[config.mk]
export PLATFORM = sky130hd
export DESIGN_NAME = mbss_strobe_gen
export DESIGN_NICKNAME = d
export VERILOG_FILES = /design/src/hdl/mbss_region_match.v /design/src/hdl/mbss_strobe_gen.v
export VERILOG_INCLUDE_DIRS = /design/src /design/src/hdl
export SDC_FILE = /design/constraint.sdc
export NUM_CORES = 1
export LEC_CHECK = 0
export BUFFER_PORTS_ARGS = -buffer_cell sky130_fd_sc_hd__buf_2
export CELL_PAD_IN_SITES_DETAIL_PLACEMENT = 1
export CELL_PAD_IN_SITES_GLOBAL_PLACEMENT = 1
export CORE_ASPECT_RATIO = 1.2
export CORE_MARGIN = 1.5
export CORE_UTILIZATION = 30
export DETAILED_ROUTE_END_ITERATION = 16
export GPL_ROUTABILITY_DRIVEN = 1
export HOLD_SLACK_MARGIN = 0.12
export MAX_ROUTING_LAYER = met4
export PLACE_DENSITY_LB_ADDON = 0.2
export SLEW_MARGIN = 30
export SYNTH_ARGS = -nofsm -noshare
export SYNTH_HDL_FRONTEND = slang
export SYNTH_SLANG_ARGS = --single-unit
[constraint.sdc]
create_clock -name mclk_in -period 3.5 [get_ports mclk_in]
set_input_delay 0.35 -clock mclk_in [delete_from_list [all_inputs] [get_ports mclk_in]]
set_output_delay 0.35 -clock mclk_in [all_outputs]
set_load 0.1 [all_outputs]
[src/hdl/mbss_defs.vh]
// constants for the memory bus strobe and select generator
// assumes inclusion by the strobe generator only
`ifndef MBSS_DEFS_VH
`define MBSS_DEFS_VH

// =====================================================
// width and control style encodings
`define MBSS_WIDTH_X8        1'b0
`define MBSS_WIDTH_X16       1'b1
`define MBSS_STYLE_4WIRE     1'b0
`define MBSS_STYLE_5WIRE     1'b1

// =====================================================
// sequencer states
`define MBSS_ST_IDLE         2'h0
`define MBSS_ST_ODD          2'h1
`define MBSS_ST_EVEN         2'h2

// =====================================================
// reset values
`define MBSS_ADDR_RST        18'h00000
`define MBSS_DATA_RST        16'h0000

`endif

[src/hdl/mbss_region_match.v]
// address region comparator: inclusive base..limit window
// assumes base and limit are held steady by configuration logic
`timescale 1ns/100ps

module mbss_region_match #(
    parameter AW = 18
) (
    input  wire [AW-1:0] addr_in,    // byte address under test
    input  wire [AW-1:0] base_in,    // first address of region
    input  wire [AW-1:0] limit_in,   // last address of region
    input  wire          enable_in,  // region in use
    output wire          hit_out     // address lies inside region
);

    // =================================================
    // comparison
    // an empty window (limit below base) never hits
    assign hit_out = enable_in && (addr_in >= base_in) &&
                     (addr_in <= limit_in);

endmodule

[src/hdl/mbss_strobe_gen.v]
// Summary of operation
// - low byte enable on x16 5-wire low byte
// - output enable on reads, never on writes
// - low write enable on x8, x16 5-wire
// - x16 4-wire: low write only low byte
// - ram select when address in ram region
// - nonvolatile select in nonvolatile region, unless ram region also hits
// - x16 4-wire: high write on high byte
// - x8: shared pin is address bit zero
// - x8 word: odd byte before even byte
//
// memory bus strobe, byte-lane and chip-select generator
// assumes synchronous inputs on mclk_in; all strobes are active high
// here, pad inversion sits outside this block
`timescale 1ns/100ps
`include "mbss_defs.vh"

module mbss_strobe_gen #(
    parameter AW = 18                          // byte address width
) (
    input  wire          mclk_in,              // memory clock
    input  wire          rst_in,               // async reset, high
    input  wire          mem_width_in,         // 0 x8, 1 x16
    input  wire          mem_style_in,         // 0 4-wire, 1 5-wire
    input  wire [AW-1:0] ram_base_in,          // ram region first addr
    input  wire [AW-1:0] ram_limit_in,         // ram region last addr
    input  wire          ram_en_in,            // ram region in use
    input  wire [AW-1:0] nv_base_in,           // nv region first addr
    input  wire [AW-1:0] nv_limit_in,          // nv region last addr
    input  wire          nv_en_in,             // nv region in use
    input  wire          req_valid_in,         // access request
    input  wire          req_write_in,         // 1 write, 0 read
    input  wire [AW-1:0] req_addr_in,          // byte address
    input  wire [1:0]    req_bytes_in,         // [0] low, [1] high byte
    input  wire [15:0]   req_wdata_in,         // write data
    input  wire [15:0]   mem_rdata_in,         // data from memory pins
    output wire          req_ready_out,        // request taken
    output reg           done_out,             // access finished pulse
    output reg  [15:0]   rdata_out,            // assembled read data
    output reg  [AW-1:0] mem_addr_out,         // address, bit 0 below
    output reg  [15:0]   mem_data_bus_out,     // write data to pins
    output reg           mem_data_bus_oe_out,  // drive data pins
    output reg           mem_output_enable_out,
    output reg           low_byte_write_enable_out,
    output reg           addr0_or_high_write_enable_out,
    output reg           low_byte_enable_out,
    output reg           ram_select_out,
    output reg           nonvolatile_select_out,
    output wire          cycle_active_out      // bus cycle under way
);

    // =================================================
    // state and captured request
    reg [1:0]    state_q;    // sequencer state
    reg [1:0]    state_d;
    reg          wr_q;       // captured direction
    reg [AW-1:0] addr_q;     // captured address
    reg [1:0]    bytes_q;    // captured lanes
    reg [15:0]   wdata_q;    // captured write data
    reg          x8_q;       // width latched per access
    reg          five_q;     // style latched per access
    reg [15:0]   rbuf_q;     // read assembly

    // =================================================
    // region matching
    wire ram_hit;            // current address in ram area
    wire nv_hit;             // current address in nv area
    wire [AW-1:0] cyc_addr;  // address of the cycle now issued

    // cycle address is the captured word with bit 0 per phase
    assign cyc_addr = {addr_q[AW-1:1],
                       (state_q == `MBSS_ST_ODD)};

    mbss_region_match #(.AW(AW)) u_ram_match (
        .addr_in   (cyc_addr),
        .base_in   (ram_base_in),
        .limit_in  (ram_limit_in),
        .enable_in (ram_en_in),
        .hit_out   (ram_hit)
    );

    mbss_region_match #(.AW(AW)) u_nv_match (
        .addr_in   (cyc_addr),
        .base_in   (nv_base_in),
        .limit_in  (nv_limit_in),
        .enable_in (nv_en_in),
        .hit_out   (nv_hit)
    );

    assign req_ready_out    = (state_q == `MBSS_ST_IDLE);
    assign cycle_active_out = (state_q != `MBSS_ST_IDLE);

    // =================================================
    // next state
    // x8 with high lane requested goes through the odd phase first
    always @* begin
        state_d = state_q;
        case (state_q)
            `MBSS_ST_IDLE: begin
                if (req_valid_in) begin
                    if (mem_width_in == `MBSS_WIDTH_X8 &&
                        req_bytes_in[1]) begin
                        state_d = `MBSS_ST_ODD;
                    end else begin
                        state_d = `MBSS_ST_EVEN;
                    end
                end
            end
            `MBSS_ST_ODD: begin
                // even phase only when the low lane is wanted too
                if (bytes_q[0]) begin
                    state_d = `MBSS_ST_EVEN;
                end else begin
                    state_d = `MBSS_ST_IDLE;
                end
            end
            `MBSS_ST_EVEN: begin
                state_d = `MBSS_ST_IDLE;
            end
            default: begin
                state_d = `MBSS_ST_IDLE;
            end
        endcase
    end

    // =================================================
    // sequencer and capture registers
    always @(posedge mclk_in or posedge rst_in) begin
        if (rst_in) begin
            state_q <= `MBSS_ST_IDLE;
            wr_q    <= 1'b0;
            addr_q  <= `MBSS_ADDR_RST;
            bytes_q <= 2'h0;
            wdata_q <= `MBSS_DATA_RST;
            x8_q    <= 1'b0;
            five_q  <= 1'b0;
        end else begin
            state_q <= state_d;
            if (req_valid_in && state_q == `MBSS_ST_IDLE) begin
                wr_q    <= req_write_in;
                addr_q  <= req_addr_in;
                bytes_q <= req_bytes_in;
                wdata_q <= req_wdata_in;
                x8_q    <= (mem_width_in == `MBSS_WIDTH_X8);
                five_q  <= (mem_style_in == `MBSS_STYLE_5WIRE);
            end
        end
    end

    // =================================================
    // pin strobes, registered one cycle per bus phase
    // strobes come from flops so the pads see no decode glitches
    always @(posedge mclk_in or posedge rst_in) begin
        if (rst_in) begin
            mem_addr_out                   <= `MBSS_ADDR_RST;
            mem_data_bus_out               <= `MBSS_DATA_RST;
            mem_data_bus_oe_out            <= 1'b0;
            mem_output_enable_out          <= 1'b0;
            low_byte_write_enable_out      <= 1'b0;
            addr0_or_high_write_enable_out <= 1'b0;
            low_byte_enable_out            <= 1'b0;
            ram_select_out                 <= 1'b0;
            nonvolatile_select_out         <= 1'b0;
        end else if (state_q == `MBSS_ST_IDLE) begin
            // bus parked between cycles
            mem_data_bus_oe_out            <= 1'b0;
            mem_output_enable_out          <= 1'b0;
            low_byte_write_enable_out      <= 1'b0;
            addr0_or_high_write_enable_out <= 1'b0;
            low_byte_enable_out            <= 1'b0;
            ram_select_out                 <= 1'b0;
            nonvolatile_select_out         <= 1'b0;
        end else begin
            mem_addr_out        <= cyc_addr;
            mem_data_bus_oe_out <= wr_q;
            mem_output_enable_out <= !wr_q;
            ram_select_out      <= ram_hit;
            // ram wins if regions were misconfigured to overlap
            nonvolatile_select_out <= nv_hit && !ram_hit;
            if (x8_q) begin
                // x8: odd phase sends the high byte on low lane
                mem_data_bus_out <= (state_q == `MBSS_ST_ODD) ?
                    {8'h00, wdata_q[15:8]} : {8'h00, wdata_q[7:0]};
                low_byte_write_enable_out <= wr_q;
                addr0_or_high_write_enable_out <=
                    (state_q == `MBSS_ST_ODD);
                low_byte_enable_out <= 1'b0;
            end else if (five_q) begin
                // x16 5-wire: common write strobe, low byte enable
                mem_data_bus_out          <= wdata_q;
                low_byte_write_enable_out <= wr_q;
                addr0_or_high_write_enable_out <= 1'b0;
                low_byte_enable_out       <= bytes_q[0];
            end else begin
                // x16 4-wire: one write strobe per lane
                mem_data_bus_out          <= wdata_q;
                low_byte_write_enable_out <= wr_q && bytes_q[0];
                addr0_or_high_write_enable_out <=
                    wr_q && bytes_q[1];
                low_byte_enable_out       <= 1'b0;
            end
        end
    end

    // =================================================
    // read data assembly and completion
    // memory data is sampled the cycle after its strobe phase
    reg       sample_q;   // previous phase was a read
    reg       odd_q;      // previous phase was the odd one
    reg       last_q;     // previous phase ended the access
    always @(posedge mclk_in or posedge rst_in) begin
        if (rst_in) begin
            sample_q  <= 1'b0;
            odd_q     <= 1'b0;
            last_q    <= 1'b0;
            rbuf_q    <= `MBSS_DATA_RST;
            rdata_out <= `MBSS_DATA_RST;
            done_out  <= 1'b0;
        end else begin
            sample_q <= cycle_active_out && !wr_q;
            odd_q    <= (state_q == `MBSS_ST_ODD);
            last_q   <= cycle_active_out &&
                        (state_d == `MBSS_ST_IDLE);
            done_out <= last_q;
            if (sample_q) begin
                if (!x8_q) begin
                    rbuf_q <= mem_rdata_in;
                end else if (odd_q) begin
                    rbuf_q <= {mem_rdata_in[7:0], rbuf_q[7:0]};
                end else begin
                    rbuf_q <= {rbuf_q[15:8], mem_rdata_in[7:0]};
                end
            end
            if (last_q) begin
                rdata_out <= !sample_q ? rbuf_q :
                    (!x8_q ? mem_rdata_in :
                     (odd_q ? {mem_rdata_in[7:0], rbuf_q[7:0]}
                            : {rbuf_q[15:8], mem_rdata_in[7:0]}));
            end
        end
    end

endmodule

==> results_dict.tcl <==
set metrics [dict create \
    outcome "complete, no violations" \
    tritoncts "yes" \
    dpl_worst_slack_ps 756 \
    finClkSkew_ps 6.25 \
    cp_startpoint_kind "flip-flop" \
    cts.root.buffer_cell "clkbuf_16" \
    timing_worst_slew_pin_value_ps 831 \
    drive_gt1_share_pct 40.1 \
    ctsHtreeMaxLevel 4 \
    busiest_layer "met2" \
    groute.layer.met1.usage_pct 20.3 \
    ir_worst_vdd_mv 0.520 \
    final_hold_viol_count 0 \
    cts-resized-gates 0 \
    synthesis.area_per_instance_um2 11.2 \
    grt_start_max_net_pins 67 \
    die_w_um 136 \
    grt.total_usage_pct 18.0 \
    netlist-cell-type-count 39 \
    tritoncts_num_sinks 116 \
    avg_wl_per_cell_um 17.7 \
    critical_path.endpoint_type "flip-flop" \
    p_leak_nw 4.27 \
    fmaxAchievable_ghz 0.364 \
    grt_setup_unrepaired "false" \
    async_flop_share_pct 100 \
    seq_power_share_pct 29.8 \
    cap_violations 0 \
    ys_seq_elements 116 \
    area.growth.synth_to_final_pct 28.7 \
    grt_antenna_before_repair 3 \
    register_to_register_setup_slack_ps 750 \
    gp_congestion 0.881 \
    worstPathArrival_ps 3020 \
    synthTopCellsByCount "116 x dfrtp_1, 72 x ha_1, 71 x inv_1, 41 x mux2_2, 39 x a21oi_1" \
    grt_overflow_total 0 \
    final.hold.worst_slack_ps 83.9 \
    fill_cells 2385 \
    placed_area_mm2 0.00762 \
    post-route-period-util_pct 78.5 \
    clock_pin_transition_on_the_worst_setup_and_hold_timing_paths_ps 60 \
    detailedPlacementHpwl_um 14300 \
    power_per_cell_area_mw_per_mm2 814 \
    most_common_cell_in_the_synthesized_netlist "dfrtp_1" \
    drt-pass1-iter-count 5 \
    route.detailed.drc 0 \
    clock_latency_ps 410 \
    cell_internal_pwr_mw 3.47 \
    finalWorstPathRequiredPeriod_ps 2750 \
    ff2ff_path_depth 8 \
    setup_violators_final 0 \
    ys.warnings.count 0 \
    postSynthCellCount 569 \
    core.rowCount 58 \
    post_cts.repair.setup_buffers 0 \
    crit_type "flip-flop to flip-flop" \
    dieArea_mm2 0.0222 \
    synth_top_cell_area_share_pct 45.4 \
    first_global_vias 5592 \
    timing.setup.tns_ps 0 \
    finalInstanceArea_mm2 0.00823 \
    post_synth_instance_area_mm2 0.00639 \
    reg2reg_to "nonvolatile_select_out$_DFF_PP0_" \
    num-nets-final 970 \
    detail_route.wirelength_um 18600 \
    seq_area_frac_synth_pct 45.4 \
    io_pins 192 \
    synth-main-ff-cell "dfrtp_1" \
    grt_first_pass_wirelength_um 29200 \
    worstReg2RegStart "state_q[0]$_DFF_PP0_" \
    initial_core_util_pct 30.6 \
    die_outline_height_um 163 \
    final.setup.worst_slack_ps 754 \
    globalRouteMet2Util_pct 30.9 \
    post_synth_main_area_contributors "dfrtp_1 45%, ha_1 14%, mux2_4 8.7%, mux2_2 7.2%, inv_1 4.2%" \
    critPathRequiredTime_ps 3770 \
    comb_power_share_pct 44.5 \
    drt-initial-drc-count 122 \
    ctsHoldBuffers 1 \
    grtUsageMet3_pct 4.42 \
    core_mm2 0.0209 \
    worst_slew_margin_rel_pct 44.6 \
    postSynthNetCount 773 \
    synth_edf_count 0 \
    synth_area_leader_cell "dfrtp_1" \
    report.final.slew_viol_count 0 \
    dr_total_vias 5027 \
    critical_path_peak_fanout 15 \
    via_per_inst 4.77 \
    max-clock-path-buffers 2 \
    final_antenna_net_count 0 \
    switching_share_pct 48.1 \
    input_output_buffers 190 \
    hp-class "primary input to async pin" \
    p_sw_mw 3.22 \
    clock_power_share_pct 25.7 \
    cts_buffers 17 \
]
## layer usage
metal  part of all wire, %  vias up  routed length (um)
met5                     0        -                   0
met4                   2.2        0                 405
met3                   5.3       26                 989
met2                    51      133                9560
met1                    41     2463                7690
li1                      -     2405                   -
## flip-flops by register name, indices dropped and copies added, names as in the netlist
register / cells
mem_addr_out: 18
addr_q: 17
mem_data_bus_out: 16
rbuf_q: 16
rdata_out: 16
wdata_q: 16
bytes_q: 2
state_q: 2
addr0_or_high_write_enable_out: 1
done_out: 1
five_q: 1
last_q: 1
low_byte_enable_out: 1
low_byte_write_enable_out: 1
mem_data_bus_oe_out: 1
mem_output_enable_out: 1
nonvolatile_select_out: 1
odd_q: 1
ram_select_out: 1
wr_q: 1
x8_q: 1
## worst max-delay path, cell delays in order (launching register included)
cell and delay (ps):
dfrtp_1 670, nand2b_1 310, ha_1 360, nand2b_1 100
a211oi_1 70, o2bb2ai_1 250, a21oi_1 150, o41ai_1 540
a211oi_1 160
## power groups by stage
| stage | Combinational [mW] | Sequential, mW | Clock (mW) |
|---|---|---|---|
| after floorplan | 0.887 | 3.49 | 0 |
| after global placement | 2.93 | 2.00 | 0 |
| after detailed placement | 3.00 | 2.02 | 0 |
| after CTS | 3.01 | 2.00 | 1.78 |
| after global routing | 3.14 | 2.05 | 1.84 |
| final | 2.98 | 1.99 | 1.72 |
## through the flow
| stage | cells | util [%] | total power, mW |
|---|---|---|---|
| after floorplan | 569 | - | 4.38 |
| after global placement | 1016 | 36.5 | 4.93 |
| after detailed placement | 1016 | 36.5 | 5.02 |
| after CTS | 1049 | 39.3 | 6.78 |
| after global routing | 1052 | 39.3 | 7.02 |
| final | 1053 | 39.4 | 6.69 |
## cell usage in the layout (no fill, tap or decap), types with 21 or more instances in the layout
cell type / synthesis / layout
ha_1: 72 / 72
nand2_1: 38 / 38
o21ai_0: 27 / 27
a21oi_1: 39 / 39
mux2_4: 37 / 37
dfrtp_1: 116 / 116
buf_2: 4 / 190
inv_1: 71 / 70
mux2_2: 41 / 41
nor2_1: 21 / 21
## how the worst max path moves through the flow
stage / cells past startpoint / from / to / slack (ps)
6_report: 8 / state_q[0]$_DFF_PP0_ / nonvolatile_select_out$_DFF_PP0_ / 750
3_3_place_gp: 8 / state_q[0]$_DFF_PP0_ / nonvolatile_select_out$_DFF_PP0_ / 870
5_1_grt: 8 / state_q[0]$_DFF_PP0_ / nonvolatile_select_out$_DFF_PP0_ / 500
2_1_floorplan: 1 / rst_in / addr0_or_high_write_enable_out$_DFF_PP0_ / 80
4_1_cts: 4 / state_q[0]$_DFF_PP0_ / req_ready_out / 710
3_5_place_dp: 8 / state_q[0]$_DFF_PP0_ / ram_select_out$_DFF_PP0_ / 760
## cell families (layout without fill, tap and decap cells)
logic type | Yosys count | count (layout) | synth area share, %
AOI/OAI and AO/OA | 115 | 115 | 11.3
adders and majority gates | 72 | 72 | 14.1
buffers and inverters | 92 | 302 | 6.19
DFF | 116 | 116 | 45.4
muxes | 78 | 78 | 15.9
other | 0 | 4 | 0
and+or+nand+nor | 96 | 96 | 7.11
## area by class of cell
cell class	instances	area, um^2	area share (%)
clock buffer	18	439	5.34
timing repair buffer	197	1020	12.4
antenna	4	10.0	0.122
tap	270	338	4.11
clock inverter	14	145	1.76
sequential	116	2900	35.3
multi-input combinational	361	3100	37.6
inverter	73	277	3.36
(Power assumes the default switching activity.)
